`src/hdl/tbm_pkg.sv`:
```
// Purpose : shared constants for the tuner bias mode control core
// Assumes : 50 MHz system clock
// Notes   : all counts derived from times in their own units
package tbm_pkg;
   // =====================================================
   // channel and code widths
   localparam int          TBM_CHANNELS       = 6;
   localparam int          TBM_DAC_W          = 7;
   localparam int          TBM_BOOST_W        = 4;
   localparam int          TBM_MV_W           = 15;
   // =====================================================
   // analog scaling
   localparam int          TBM_DAC_STEP_MV    = 188;
   localparam int          TBM_BOOST_BASE_V   = 13;
   localparam int          TBM_HEADROOM_V     = 2;
   // =====================================================
   // reset values
   localparam logic [3:0]  TBM_BOOST_RST      = 4'hb;
   localparam logic [5:0]  TBM_EN_RST         = 6'h00;
   localparam logic [6:0]  TBM_DAC_RST        = 7'h00;
   // =====================================================
   // power-state field encodings
   localparam logic [1:0]  TBM_PS_ACTIVE      = 2'h0;
   localparam logic [1:0]  TBM_PS_STARTUP     = 2'h1;
   localparam logic [1:0]  TBM_PS_LOWPWR      = 2'h2;
   // =====================================================
   // timing
   localparam int          TBM_CLK_MHZ        = 50;
   localparam int          TBM_SD_TO_ACT_US   = 300;
   localparam int          TBM_STARTUP_CYC    =
      TBM_SD_TO_ACT_US * TBM_CLK_MHZ;
   localparam int          TBM_CNT_W          = 15;
   // =====================================================
   // three-wire frame
   localparam logic [5:0]  TBM_LEN_SHORT      = 6'h1e;
   localparam logic [5:0]  TBM_LEN_LONG       = 6'h20;
   localparam int          TBM_ADDR_W         = 5;
   localparam int          TBM_DATA_W         = 16;
   // =====================================================
   // protocol kinds
   typedef enum logic [1:0] {
      TBM_PROTO_NONE,
      TBM_PROTO_RFFE,
      TBM_PROTO_SW30,
      TBM_PROTO_SW32
   } tbm_proto_t;
endpackage : tbm_pkg

```
`src/hdl/tbm_core.sv`:
```
// Purpose : power-state sequencer, boost level, channel enables, and
//           per-frame serial protocol detection for six-channel bias
// Assumes : decoded register writes arrive as same-clock strobes;
//           serial pins are asynchronous and synchronised here
// Notes   : voltages are reported in millivolts for the analog side
`timescale 1ns/1ns
module tbm_core
   import tbm_pkg::*;
(
   // clock and reset
   input  wire logic                   clock_in,
   input  wire logic                   sys_rst_in,
   // supplies and analog comparator
   input  wire logic                   io_supply_in,
   input  wire logic                   rail_below_ref_in,
   // decoded register writes
   input  wire logic                   pwr_wr_in,
   input  wire logic [1:0]             power_state_command_in,
   input  wire logic                   boost_wr_in,
   input  wire logic [TBM_BOOST_W-1:0] boost_code_in,
   input  wire logic                   en_wr_in,
   input  wire logic [TBM_CHANNELS-1:0] chan_en_in,
   input  wire logic                   dac_wr_in,
   input  wire logic [2:0]             dac_sel_in,
   input  wire logic [TBM_DAC_W-1:0]   dac_code_in,
   // serial pins
   input  wire logic                   ser_clk_in,
   input  wire logic                   ser_cs_in,
   input  wire logic                   ser_data_in,
   // power state view
   output logic [1:0]                  power_state_out,
   output logic                        serial_on_out,
   output logic                        boost_on_out,
   output logic                        boost_switch_out,
   output logic [TBM_MV_W-1:0]         rail_target_mv_out,
   // channel outputs
   output logic [TBM_CHANNELS-1:0]     chan_drive_out,
   output logic [TBM_CHANNELS*TBM_MV_W-1:0] chan_mv_out,
   // frame detection
   output logic                        frame_valid_out,
   output tbm_proto_t                  frame_proto_out,
   output logic [TBM_ADDR_W-1:0]       frame_addr_out,
   output logic [TBM_DATA_W-1:0]       frame_data_out
);
   // =====================================================
   // power-state machine types
   typedef enum logic [1:0] {
      ST_SHUTDOWN,
      ST_STARTUP,
      ST_ACTIVE,
      ST_LOWPWR
   } tbm_state_t;

   tbm_state_t             state_reg;           // current state
   tbm_state_t             state_next;          // next state
   logic [TBM_CNT_W-1:0]   su_cnt_reg;          // startup timer
   logic [TBM_CNT_W-1:0]   su_cnt_next;
   logic [1:0]             io_sync_reg;         // io supply sync
   logic [2:0]             sclk_sync_reg;       // serial clock sync
   logic [2:0]             cs_sync_reg;         // chip select sync
   logic [1:0]             sdat_sync_reg;       // serial data sync
   logic [TBM_BOOST_W-1:0] boost_reg;           // boost level code
   logic [TBM_CHANNELS-1:0] en_reg;             // channel enables
   logic [TBM_DAC_W-1:0]   dac_reg [TBM_CHANNELS]; // channel codes
   logic [31:0]            shift_reg;           // frame shifter
   logic [5:0]             bits_reg;            // rising edge count
   logic                   dropped_reg;         // frame over length
   logic                   sw_clr;              // registers cleared
   logic                   io_high;             // synced io level
   logic                   sclk_rise;           // serial clock rise
   logic                   cs_fall;             // chip select fall
   logic                   cs_rise;             // chip select rise
   logic                   cs_high;             // synced cs level
   logic                   len_ok;              // 30 or 32 edges
   logic                   is_long;             // 32-bit frame
   logic                   sw_active;           // serial enabled

   // =====================================================
   // synchronisers: first stage read only by the second
   // data and clock both pass two stages, so a bit is taken from
   // the same depth as the clock edge that marks it; the third
   // clock and select stages only feed the edge detectors
   always_ff @(posedge clock_in or posedge sys_rst_in)
   begin
      if (sys_rst_in)
      begin
         io_sync_reg   <= 2'h0;
         sclk_sync_reg <= 3'h0;
         cs_sync_reg   <= 3'h0;
         sdat_sync_reg <= 2'h0;
      end
      else
      begin
         io_sync_reg   <= {io_sync_reg[0], io_supply_in};
         sclk_sync_reg <= {sclk_sync_reg[1:0], ser_clk_in};
         cs_sync_reg   <= {cs_sync_reg[1:0], ser_cs_in};
         sdat_sync_reg <= {sdat_sync_reg[0], ser_data_in};
      end
   end

   // edge detection on the second and third stages only
   assign io_high   = io_sync_reg[1];
   assign sclk_rise = sclk_sync_reg[1] & ~sclk_sync_reg[2];
   assign cs_high   = cs_sync_reg[1];
   assign cs_rise   = cs_sync_reg[1] & ~cs_sync_reg[2];
   assign cs_fall   = ~cs_sync_reg[1] & cs_sync_reg[2];

   // =====================================================
   // power-state next-state logic
   always_comb
   begin
      state_next  = state_reg;
      su_cnt_next = su_cnt_reg;
      if (!io_high)
      begin
         // low io supply wins from any state; re-arm only on low
         state_next  = ST_SHUTDOWN;
         su_cnt_next = '0;
      end
      else
      begin
         case (state_reg)
            ST_SHUTDOWN:
            begin
               state_next  = ST_STARTUP;
               su_cnt_next = '0;
            end
            ST_STARTUP:
            begin
               // fixed settle time, one cycle inside the budget
               // the io synchroniser adds its own edges on top, so
               // the whole walk from the io supply rising runs past the limit
               if (su_cnt_reg == TBM_CNT_W'(TBM_STARTUP_CYC - 2))
                  state_next = ST_ACTIVE;
               else
                  su_cnt_next = su_cnt_reg + 1'b1;
            end
            ST_ACTIVE:
            begin
               if (pwr_wr_in &&
                   power_state_command_in == TBM_PS_STARTUP)
               begin
                  state_next  = ST_STARTUP;
                  su_cnt_next = '0;
               end
               else if (pwr_wr_in &&
                        power_state_command_in == TBM_PS_LOWPWR)
                  state_next = ST_LOWPWR;
            end
            ST_LOWPWR:
            begin
               if (pwr_wr_in &&
                   power_state_command_in == TBM_PS_STARTUP)
               begin
                  state_next  = ST_STARTUP;
                  su_cnt_next = '0;
               end
               else if (pwr_wr_in &&
                        power_state_command_in == TBM_PS_ACTIVE)
                  state_next = ST_ACTIVE;
            end
            default:
               state_next = ST_SHUTDOWN;
         endcase
      end
   end

   // state and timer registers
   always_ff @(posedge clock_in or posedge sys_rst_in)
   begin
      if (sys_rst_in)
      begin
         state_reg  <= ST_SHUTDOWN;
         su_cnt_reg <= '0;
      end
      else
      begin
         state_reg  <= state_next;
         su_cnt_reg <= su_cnt_next;
      end
   end

   // registers lose content in shutdown and reload in startup
   assign sw_clr    = (state_reg == ST_SHUTDOWN) ||
                      (state_reg == ST_STARTUP);
   // serial logic is held reset while io supply is low
   assign sw_active = (state_reg != ST_SHUTDOWN);

   // =====================================================
   // configuration registers
   always_ff @(posedge clock_in or posedge sys_rst_in)
   begin
      if (sys_rst_in)
      begin
         boost_reg <= TBM_BOOST_RST;
         en_reg    <= TBM_EN_RST;
      end
      else if (sw_clr)
      begin
         boost_reg <= TBM_BOOST_RST;
         en_reg    <= TBM_EN_RST;
      end
      else
      begin
         // writes land in active and low power; low power retains
         // a write in the same cycle as a restart command lands,
         // then the restart clears it again on the following edge
         if (boost_wr_in)
            boost_reg <= boost_code_in;
         if (en_wr_in)
            en_reg <= chan_en_in;
      end
   end

   // =====================================================
   // per-channel code registers and level mapping
   genvar g;
   generate
      for (g = 0; g < TBM_CHANNELS; g++)
      begin : g_chan
         always_ff @(posedge clock_in or posedge sys_rst_in)
         begin
            if (sys_rst_in)
               dac_reg[g] <= TBM_DAC_RST;
            else if (sw_clr)
               dac_reg[g] <= TBM_DAC_RST;
            else if (dac_wr_in && dac_sel_in == 3'(g))
               dac_reg[g] <= dac_code_in;
         end
         // drive only in active and only when enabled
         assign chan_drive_out[g] = (state_reg == ST_ACTIVE) &&
                                    en_reg[g];
         assign chan_mv_out[g*TBM_MV_W +: TBM_MV_W] =
            TBM_MV_W'(dac_reg[g] * TBM_DAC_STEP_MV);
      end
   endgenerate

   // =====================================================
   // boost enable and hysteretic switching
   // the comparator is a same-clock signal from the analog side,
   // so it is used here without a synchroniser
   assign boost_on_out     = (state_reg == ST_STARTUP) ||
                             (state_reg == ST_ACTIVE);
   assign boost_switch_out = boost_on_out &&
                             rail_below_ref_in;
   assign rail_target_mv_out =
      TBM_MV_W'((TBM_BOOST_BASE_V + boost_reg) * 1000);
   assign serial_on_out    = sw_active;

   // reported power-state field; low power code is distinct
   always_comb
   begin
      case (state_reg)
         ST_ACTIVE: power_state_out = TBM_PS_ACTIVE;
         ST_LOWPWR: power_state_out = TBM_PS_LOWPWR;
         default:   power_state_out = TBM_PS_STARTUP;
      endcase
   end

   // =====================================================
   // three-wire frame capture
   // the count saturates and marks the frame dropped, so a long
   // burst can never wrap round to a legal length
   assign len_ok  = (bits_reg == TBM_LEN_SHORT) ||
                    (bits_reg == TBM_LEN_LONG);
   assign is_long = (bits_reg == TBM_LEN_LONG);

   always_ff @(posedge clock_in or posedge sys_rst_in)
   begin
      if (sys_rst_in)
      begin
         shift_reg   <= '0;
         bits_reg    <= '0;
         dropped_reg <= 1'b0;
      end
      else if (!sw_active || cs_rise)
      begin
         shift_reg   <= '0;
         bits_reg    <= '0;
         dropped_reg <= 1'b0;
      end
      else if (cs_high && sclk_rise)
      begin
         // msb arrives first and shifts toward the top
         shift_reg <= {shift_reg[30:0], sdat_sync_reg[1]};
         if (bits_reg == 6'h3f)
            dropped_reg <= 1'b1;
         else
            bits_reg <= bits_reg + 1'b1;
      end
   end

   // =====================================================
   // frame result, committed on chip select fall
   // a frame under way when the io supply drops is lost, since the
   // shifter is held clear while the serial side is off
   always_ff @(posedge clock_in or posedge sys_rst_in)
   begin
      if (sys_rst_in)
      begin
         frame_valid_out <= 1'b0;
         frame_proto_out <= TBM_PROTO_NONE;
         frame_addr_out  <= '0;
         frame_data_out  <= '0;
      end
      else
      begin
         frame_valid_out <= 1'b0;
         if (sw_active && cs_fall && len_ok && !dropped_reg)
         begin
            frame_valid_out <= 1'b1;
            frame_proto_out <= is_long ? TBM_PROTO_SW32
                                       : TBM_PROTO_SW30;
            frame_addr_out  <= shift_reg[20:16];
            frame_data_out  <= shift_reg[15:0];
         end
         else if (sw_active && !cs_high && sclk_rise)
            // clock with cs low is bus traffic of the other kind
            frame_proto_out <= TBM_PROTO_RFFE;
      end
   end

endmodule : tbm_core

```
`config.mk`:
```
export PLATFORM = sky130hd
export DESIGN_NAME = tbm_core
export DESIGN_NICKNAME = d
export VERILOG_FILES = /design/src/hdl/tbm_pkg.sv /design/src/hdl/tbm_core.sv
export SDC_FILE = /design/constraint.sdc
export NUM_CORES = 1
export LEC_CHECK = 0
export BUFFER_PORTS_ARGS = -buffer_cell sky130_fd_sc_hd__buf_2
export CORE_UTILIZATION = 59
export DETAILED_ROUTE_END_ITERATION = 7
export GPL_TIMING_DRIVEN = 0
export PLACE_DENSITY = 0.82
export SLEW_MARGIN = 20
export SYNTH_ARGS = -nofsm -noshare
export SYNTH_HDL_FRONTEND = slang
export SYNTH_SLANG_ARGS = --single-unit
```
`constraint.sdc`:
```
create_clock -name clock_in -period 5.5 [get_ports clock_in]
set_input_delay 1.1 -clock clock_in [delete_from_list [all_inputs] [get_ports clock_in]]
set_output_delay 1.1 -clock clock_in [all_outputs]
set_load 0.03 [all_outputs]
```
==> flow_summary.json, run 1 <==
{
  "portBuffers": 154,
  "grt_pass1_vias": 9118,
  "status": "complete, no violations",
  "maxCapViolations": 0,
  "synth_ff_type": "dfrtp_1",
  "wl_mm": 24.3,
  "netlist_area_um2": 12100,
  "layout-drive-gt1-share": 0.182,
  "ir_drop_v": 0.000523,
  "grt_max_degree": 92,
  "die_h_um": 145,
  "r2r_slack_ns": 2.85,
  "critPathKind": "reg2out",
  "core_area_um2": 20200,
  "hold_buffers": 0,
  "yosysSeqAreaShare": 0.271,
  "p_leak_uw": 0.00804,
  "cts_root_buffer": "clkbuf_16",
  "numCtsBuffers": 17,
  "crit_path_start_kind": "flop",
  "async_reset_ff_frac": 1.00,
  "track_usage": 0.242,
  "synthDistinctLibCells": 64,
  "clk_pin_slew_ns": 0.06,
  "synth.avg_cell_area_um2": 9.80,
  "nets": 1740,
  "worstHoldStart": "cs_sync_reg[0]",
  "htreeDepth": 4,
  "fin_cells": 1710,
  "slowest_delay_ns": 0.53,
  "crit_path_max_fanout": 5,
  "largest_register_ff_count": 42,
  "cts_sinks": 131,
  "vias": 8943,
  "cp.depth": 12,
  "ys_ff_latch": 131,
  "clkLatencyLatePin_ns": 0.41,
  "drv_slew": 0,
  "gr-total-overflow": 0,
  "drt_iter0_drc": 421,
  "dieArea_um2": 21100,
  "reg2reg_depth": 7,
  "rows": 52,
  "required_ns": 4.40,
  "final_util": 0.694,
  "hold-path-cell-count": 0,
  "cts_buffer_depth": 2,
  "worstReg2RegEnd": "dac_reg[0]",
  "synth_edf_count": 0,
  "gp_congestion": 0.867,
  "fin_crit_sh": 0.972,
  "initial_core_util": 0.601,
  "timing.max_slew.rel_slack": 0.443,
  "cp.arrival_ns": 4.25,
  "setup_viol": 0,
  "die-width_um": 145,
  "r2r-start": "state_reg[0]",
  "antenna_found_initial": 1,
  "ios": 173,
  "powerDensity_nw_per_um2": 393,
  "fin_skew_ns": 0.00755,
  "antenna_left": 0,
  "crit_chain": "fa_1 > fa_1 > inv_1 > fa_1 > inv_1 > ha_1 > and3_1 > a2111oi_4 > o21ai_0 > a21oi_1 > xnor2_1 > buf_2",
  "grt_pass1_wl_mm": 41.9,
  "cts_tree": "done",
  "ys.warnings.count": 0,
  "critPathBufInv": 3,
  "wl_per_cell_um": 14.2,
  "synthCells": 1237,
  "crit_start": "dac_reg[25]",
  "place_hpwl_mm": 19.1,
  "end_kind": "output pin",
  "fin_crit_ns": 5.35,
  "critPathTopFamily": "adder cells",
  "fmax_mhz": 187,
  "hp-class": "reg2reg",
  "timing.final.hold_violations": 0,
  "drc": 0,
  "dr.pass1.iters": 5,
  "syn_to_final_growth_pct": 15.5,
  "critPathMostFrequentCell": "fa_1",
  "postLayoutCellArea_um2": 14000,
  "dpl.cell_count": 1676,
  "place_area_um2": 13300,
  "cp_slowest_cell": "fa_1",
  "avgViaCountPerCell": 5.23,
  "crit_path_end": "chan_mv_out[44]",
  "worst_slew_pin_slew_ns": 0.831
}
-- power breakdown --
| group | switching (µW) | internal (µW) | total [µW] |
|---|---|---|---|
| Sequential | 62.1 | 1020 | 1080 |
| Combinational | 2150 | 1150 | 3300 |
| Clock | 425 | 689 | 1110 |
-- how the worst min path moves through the flow --
stage                  endpoint
2_1_floorplan    cs_sync_reg[1]
3_3_place_gp   sdat_sync_reg[1]
3_5_place_dp   sdat_sync_reg[1]
4_1_cts          cs_sync_reg[1]
5_1_grt          cs_sync_reg[1]
6_report         cs_sync_reg[1]
-- Yosys cell counts, types with 4 or more instances --
master,count,share of area
nand4_1,4,0.0021
dfrtp_1,128,0.26
and3_1,17,0.0088
clkbuf_1,19,0.0059
fa_1,92,0.15
a2111oi_2,4,0.0050
nor2b_1,4,0.0021
inv_1,226,0.070
a31oi_1,4,0.0021
o211ai_1,4,0.0025
and2_1,12,0.0062
mux2_2,21,0.019
xor2_1,22,0.016
a21o_1,19,0.012
nand2_1,53,0.016
nor2_1,105,0.032
a21oi_1,57,0.024
xnor2_1,44,0.032
o21bai_1,13,0.0080
ha_1,187,0.19
nand2b_1,6,0.0031
mux2i_1,42,0.035
nand3_1,21,0.0087
nor3_1,8,0.0033
o31ai_1,7,0.0043
buf_4,21,0.013
o21ai_0,42,0.017
-- stage by stage --
stage                     power, µW  hold slack (ns)  TNS, ns  worst slack [ns]
after floorplan                3580            0.331        0             0.550
after global placement         4260            0.334   -63.52            -0.505
after detailed placement       4360            0.338        0             0.377
after CTS                      5500            0.353        0           0.00465
after global routing           5910            0.362  -0.0691           -0.0430
final                          5500            0.353        0             0.151
-- layer usage --
layer	global-route usage	share of wire
met5	0	0
met4	0.0879	0.026
met3	0.0370	0.032
met2	0.414	0.50
met1	0.312	0.44
-- cell type report --
| cell class | instances | area [µm²] |
|---|---|---|
| Multi-Input combinational cell | 849 | 7860 |
| Fill cell | 1499 | 6160 |
| Sequential cell | 131 | 3290 |
| Inverter | 226 | 856 |
| Timing Repair Buffer | 158 | 823 |
| Clock buffer | 19 | 453 |
| Tap cell | 270 | 338 |
| Buffer | 45 | 258 |
| Clock inverter | 11 | 130 |
| Antenna cell | 1 | 2.50 |
-- cells in the final DEF (no fill, tap or decap), types with 4 or more instances in the layout --
master      synthesis  layout
and3_1             17      17
nand2b_1            6       5
o21ai_0            42      41
o211ai_1            4       4
clkbuf_16           0      17
clkbuf_1           19      19
xnor2_1            44      44
ha_1              187     186
mux2_2             21      21
fa_1               92      92
nor3_1              8       8
xor2_1             22      22
clkinvlp_4          0       4
a21o_1             19      19
o21bai_1           13      13
nand2_1            53      53
a31oi_1             4       4
o31ai_1             7       7
buf_4              21      24
and2_1             12      12
nand4_1             4       4
nor2b_1             4       4
dfrtp_2             0       4
inv_1             226     225
buf_2               2     155
nand3_1            21      21
conb_1              1      15
a2111oi_4           0       4
a21oi_1            57      57
nor2_1            105     105
dfrtp_1           128     124
mux2i_1            42      42
-- worst register-to-register path: stages (launching register included) --
cell and delay [ns]:
dfrtp_1 0.41, inv_1 0.16, ha_1 0.40, or2_2 0.17, clkbuf_1 0.15, clkbuf_1 0.46, clkbuf_1 0.61, nor2_1 0.14
-- logic make-up after synthesis --
family | share of synthesized area
AO/OA/AOI/OAI | 0.0893
multiplexers | 0.0542
AND/OR/NAND/NOR | 0.102
XOR/XNOR | 0.0477
buffers and inverters | 0.0912
other | 0.000309
flip-flops | 0.271
adder cells (fa/ha/maj) | 0.345
-- repair_timing --
item	4_1_cts	5_1_grt
buffers inserted	0	3
setup endpoints to repair	4	11
pin swaps	0	2
gates cloned	0	0
resized for setup	3	10
hold endpoints to repair	0	0
Note: power is estimated with default switching activity, not from simulation.
==> run 2: changes to the inputs <==
- CORE_UTILIZATION: 59 -> 60
- CTS_BUF_LIST: unset -> sky130_fd_sc_hd__clkbuf_8
- PLACE_DENSITY: 0.82 -> 0.83
==> run 2 against run 1 <==
Effect of this change:
- hold slack got worse by 0.0017 ns
- critical path type unchanged
- sequential power about the same
- sequential cell count unchanged
- via count increased by 0.48%
- die area decreased by 1.6%
- clock skew increased by 0.0027 ns
- critical endpoint is now chan_mv_out[87]
- clock-buffer cell count decreased by 1
- clock power decreased by 28%
- critical path depth increased by 1
- maximum frequency about the same
==> flow_summary.json, run 2 (synthesis results as in run 1) <==
{
  "status": "complete, no violations",
  "num_antenna_cells": 0,
  "cts_sinks": 131,
  "portBuffers": 154,
  "p_leak_uw": 0.00797,
  "initial_core_util": 0.617,
  "cp.arrival_ns": 4.25,
  "powerDensity_nw_per_um2": 377,
  "die_h_um": 144,
  "antenna_left": 0,
  "grt_pass1_wl_mm": 39.7,
  "cts_buffer_depth": 2,
  "critPathKind": "reg2out",
  "rows": 51,
  "dieArea_um2": 20800,
  "end_kind": "output pin",
  "wl_per_cell_um": 14.0,
  "hold_buffers": 0,
  "drc": 0,
  "cts_tree": "done",
  "hp-class": "reg2reg",
  "hold_slack_ns": 0.351,
  "layout-drive-gt1-share": 0.192,
  "timing.final.hold_violations": 0,
  "fin_skew_ns": 0.0102,
  "crit_path_start_kind": "flop",
  "nets": 1745,
  "clkLatencyLatePin_ns": 0.44,
  "clk_pin_slew_ns": 0.08,
  "timing.max_slew.rel_slack": 0.437,
  "cts_root_buffer": "clkbuf_8",
  "drt_iter0_drc": 440,
  "fmax_mhz": 187,
  "fin_crit_sh": 0.973,
  "gr-total-overflow": 0,
  "grt_max_degree": 77,
  "vias": 8986,
  "numCtsBuffers": 17,
  "htreeDepth": 4,
  "maxCapViolations": 0,
  "place_hpwl_mm": 19.2,
  "fin_cells": 1710,
  "ir_drop_v": 0.000442,
  "fin_crit_ns": 5.35,
  "required_ns": 4.40,
  "grt_pass1_vias": 8720,
  "drv_slew": 0,
  "wl_mm": 23.9,
  "dpl.cell_count": 1671,
  "gp_congestion": 0.847,
  "die-width_um": 144,
  "worst_slew_pin_slew_ns": 0.839,
  "syn_to_final_growth_pct": 14.5,
  "avgViaCountPerCell": 5.25,
  "largest_register_ff_count": 42,
  "power_uw": 5230,
  "core_area_um2": 19700,
  "final_common_cell": "inv_1",
  "crit_path_max_fanout": 5,
  "antenna_found_initial": 0,
  "ios": 173,
  "dr.pass1.iters": 5,
  "layout_common_cells": "inv_1 (227), ha_1 (185), buf_2 (149), dfrtp_1 (117), nor2_1 (105)",
  "setup_viol": 0,
  "track_usage": 0.242,
  "fin_ws_ns": 0.149,
  "dpl_worst_slack_ns": 0.320
}
run 2: changes by cell type in the layout (fill, tap and decap cells not counted), sizes merged:
cell   previous run  this run
inv             228       230
diode             1         0
buf             183       187
run 2: layout make-up:
cell class | instances | area (µm²)
Multi-Input combinational cell | 849 | 7880
Clock inverter | 13 | 138
Fill cell | 1444 | 5770
Buffer | 45 | 258
Tap cell | 265 | 332
Sequential cell | 131 | 3300
Inverter | 226 | 856
Clock buffer | 18 | 248
Timing Repair Buffer | 163 | 876
run 2: power breakdown:
group	internal, µW	leakage, µW	switching (µW)
Combinational	1200	0.00602	2150
Sequential	1020	0.00177	64.7
Clock	411	0.000190	389
run 2: timing repair:
item	in CTS	in global routing
gates cloned	0	0
setup endpoints to repair	8	11
hold endpoints to repair	0	0
resized for setup	9	25
buffers inserted	0	8
pin swaps	0	8
run 2: stage by stage:
| stage | util | TNS (ns) | cell area, µm² |
|---|---|---|---|
| global placement | 0.676 | -68.95 | 13300 |
| detailed placement | 0.678 | 0 | 13300 |
| global route | 0.706 | -0.0185 | 13900 |
| finish | 0.706 | 0 | 13900 |
| CTS | 0.700 | 0 | 13800 |
| floorplan | - | 0 | 12200 |
run 2: path summary, 6_finish.rpt:
kind	slack, ns	startpoint	end	cells past startpoint
setup reg to reg	2.93	state_reg[1]	dac_reg[13]	7
max in group asynchronous	4.11	sys_rst_in	dac_reg[13]	3
setup / recovery	0.15	dac_reg[4]	chan_mv_out[87]	13
min in group asynchronous	0.67	sys_rst_in	sdat_sync_reg[0]	2
hold reg to reg	0.35	io_sync_reg[0]	io_sync_reg[1]	0
hold / removal	0.35	io_sync_reg[0]	io_sync_reg[1]	0
run 2: critical path, stage by stage, from the launching register on:
cell and delay [ns]:
dfrtp_2 0.41, inv_1 0.10, fa_1 0.58, fa_1 0.45, fa_1 0.55, inv_1 0.04
ha_1 0.34, and3_1 0.24, a2111oi_4 0.33, buf_4 0.18, o21bai_1 0.06, a21oi_1 0.19
xnor2_1 0.13, buf_2 0.21
run 2: layer usage:
layer  share of wire  track usage  wire length, µm  vias up
li1                -            -                -     4411
met1            0.45        0.311            10800     4343
met2            0.49        0.417            11800      195
met3           0.037       0.0411              885       37
met4           0.020       0.0792              467        0
met5               0            0                0        -
==> run 3: changes to the inputs <==
- BUFFER_PORTS_ARGS: -buffer_cell sky130_fd_sc_hd__buf_2 -> unset
- CELL_PAD_IN_SITES_DETAIL_PLACEMENT: unset -> 0
- CELL_PAD_IN_SITES_GLOBAL_PLACEMENT: unset -> 2
- CORE_UTILIZATION: 60 -> 42
- DONT_BUFFER_PORTS: unset -> 1
- PLACE_DENSITY: 0.83 -> unset
- PLACE_DENSITY_LB_ADDON: unset -> 0.1
==> run 3 against run 2 <==
Effect of this change:
- total power decreased by 6.1%
- cell area is 4.3% lower
- non-clock buffer count shrank 159
- maximum frequency is 0.18% higher
- global-route usage fell by 6.9 points
- clock-buffer cell count is 1 lower
- first-iteration DRC count decreased by 36%
- wire length is 1.6% higher
- via count is 9.8% lower
==> flow_summary.json, run 3 (synthesis results as in run 1) <==
{
  "required_ns": 4.40,
  "track_usage": 0.174,
  "cts_tree": "done",
  "clkLatencyLatePin_ns": 0.44,
  "vias": 8103,
  "setup_viol": 0,
  "setup_tns_ns": 0,
  "drt_iter0_drc": 280,
  "hold-path-cell-count": 0,
  "hold_slack_ns": 0.351,
  "final_common_cell": "inv_1",
  "place_area_um2": 12700,
  "hp-class": "reg2reg",
  "gp_congestion": 0.770,
  "syn_to_final_growth_pct": 9.56,
  "antenna_left": 0,
  "ir_drop_v": 0.000386,
  "grt_pass1_vias": 8049,
  "nets": 1586,
  "htreeDepth": 4,
  "drc": 0,
  "drv_slew": 0,
  "fin_crit_sh": 0.971,
  "postLayoutCellArea_um2": 13300,
  "fin_skew_ns": 0.0145,
  "cts_sinks": 131,
  "avgViaCountPerCell": 4.87,
  "status": "complete, no violations",
  "wl_per_cell_um": 14.6,
  "die-width_um": 172,
  "fin_crit_ns": 5.34,
  "dr.pass1.iters": 6,
  "crit_path_start_kind": "flop",
  "p_leak_uw": 0.00728,
  "grt_pass1_wl_mm": 40.5,
  "critPathKind": "reg2out",
  "timing.final.hold_violations": 0,
  "portBuffers": 0,
  "end_kind": "output pin",
  "rsz0062_at_grt": "yes",
  "hold_buffers": 0,
  "ios": 173,
  "place_hpwl_mm": 19.1,
  "die_h_um": 172,
  "reg2reg_depth": 7,
  "dieArea_um2": 29600,
  "layout_common_cells": "inv_1 (227), ha_1 (185), dfrtp_1 (122), nor2_1 (105), fa_1 (92)",
  "num_antenna_cells": 0,
  "clk_pin_slew_ns": 0.08,
  "layout-drive-gt1-share": 0.103,
  "dpl_worst_slack_ns": 0.248,
  "initial_core_util": 0.432,
  "multi_input_area_um2": 8020,
  "powerDensity_nw_per_um2": 370,
  "fin_ws_ns": 0.159,
  "worst_slew_pin_slew_ns": 0.904,
  "timing.max_slew.rel_slack": 0.394,
  "cts_root_buffer": "clkbuf_8",
  "numCtsBuffers": 17,
  "wl_mm": 24.3,
  "cts_buffer_depth": 2,
  "final-seq-area_um2": 3290,
  "crit_path_max_fanout": 5,
  "fmax_mhz": 187,
  "antenna_found_initial": 1,
  "core_area_um2": 28100,
  "rows": 61,
  "maxCapViolations": 0,
  "r2r_slack_ns": 2.67,
  "largest_register_ff_count": 42,
  "gr-total-overflow": 0,
  "cp.arrival_ns": 4.24,
  "grt_max_degree": 81,
  "fill_cells": 2740
}
-- run 3: cell type report --
type | count | area share
Clock buffer | 17 | 0.0176
Multi-Input combinational cell | 849 | 0.604
Buffer | 45 | 0.0194
Tap cell | 378 | 0.0356
Inverter | 226 | 0.0644
Clock inverter | 14 | 0.00800
Timing Repair Buffer | 4 | 0.00377
Sequential cell | 131 | 0.248
-- run 3: power breakdown --
part	total (µW)	internal (µW)	switching, µW	leakage (µW)
Sequential	1090	1020	70.0	0.00178
Clock	732	314	418	0.000176
Combinational	3100	997	2100	0.00533
Total	4910	2330	2590	0.00728
-- run 3: worst paths after layout --
| check | end | startpoint |
|---|---|---|
| max reg2reg | en_reg[5] | state_reg[1] |
| min in group asynchronous | en_reg[3] | sys_rst_in |
| min | io_sync_reg[1] | io_sync_reg[0] |
| max in group asynchronous | boost_reg[0] | sys_rst_in |
| max | rail_target_mv_out[13] | boost_reg[0] |
| min reg2reg | io_sync_reg[1] | io_sync_reg[0] |
-- run 3: worst max-delay path, stage by stage (launching register included) --
cell and delay (ns):
dfstp_2 0.40, ha_2 0.21, or3_4 0.34, ha_1 0.28, inv_1 0.07, ha_4 0.15
nand2b_2 0.21, fa_1 0.49, inv_1 0.04, ha_1 0.29, ha_1 0.32, inv_1 0.07
o221a_2 0.30, o21ai_1 0.14, a21oi_1 0.12, xnor2_2 0.38
-- run 3: routing by layer --
layer  track usage  up-vias  part of all wire
met2         0.271      130              0.45
li1              -     4083                 -
met3        0.0350       10             0.043
met5             0        -                 0
met4        0.0381        0            0.0068
met1         0.248     3880              0.50
-- run 3: stage by stage --
stage	std cells	utilization	power, µW
global placement	1629	0.451	4000
CTS	1661	0.467	4850
floorplan	1251	-	3580
detailed placement	1630	0.452	4020
finish	1664	0.473	4910
global route	1664	0.473	5340
-- run 3: repair_timing --
| item | 4_1_cts | 5_1_grt |
|---|---|---|
| buffers inserted | 0 | 3 |
| pin swaps | 1 | 9 |
| gates resized for setup | 10 | 29 |
| cloned | 0 | 0 |
| endpoints found under the setup margin | 7 | 20 |
| endpoints found under the hold margin | 0 | 0 |
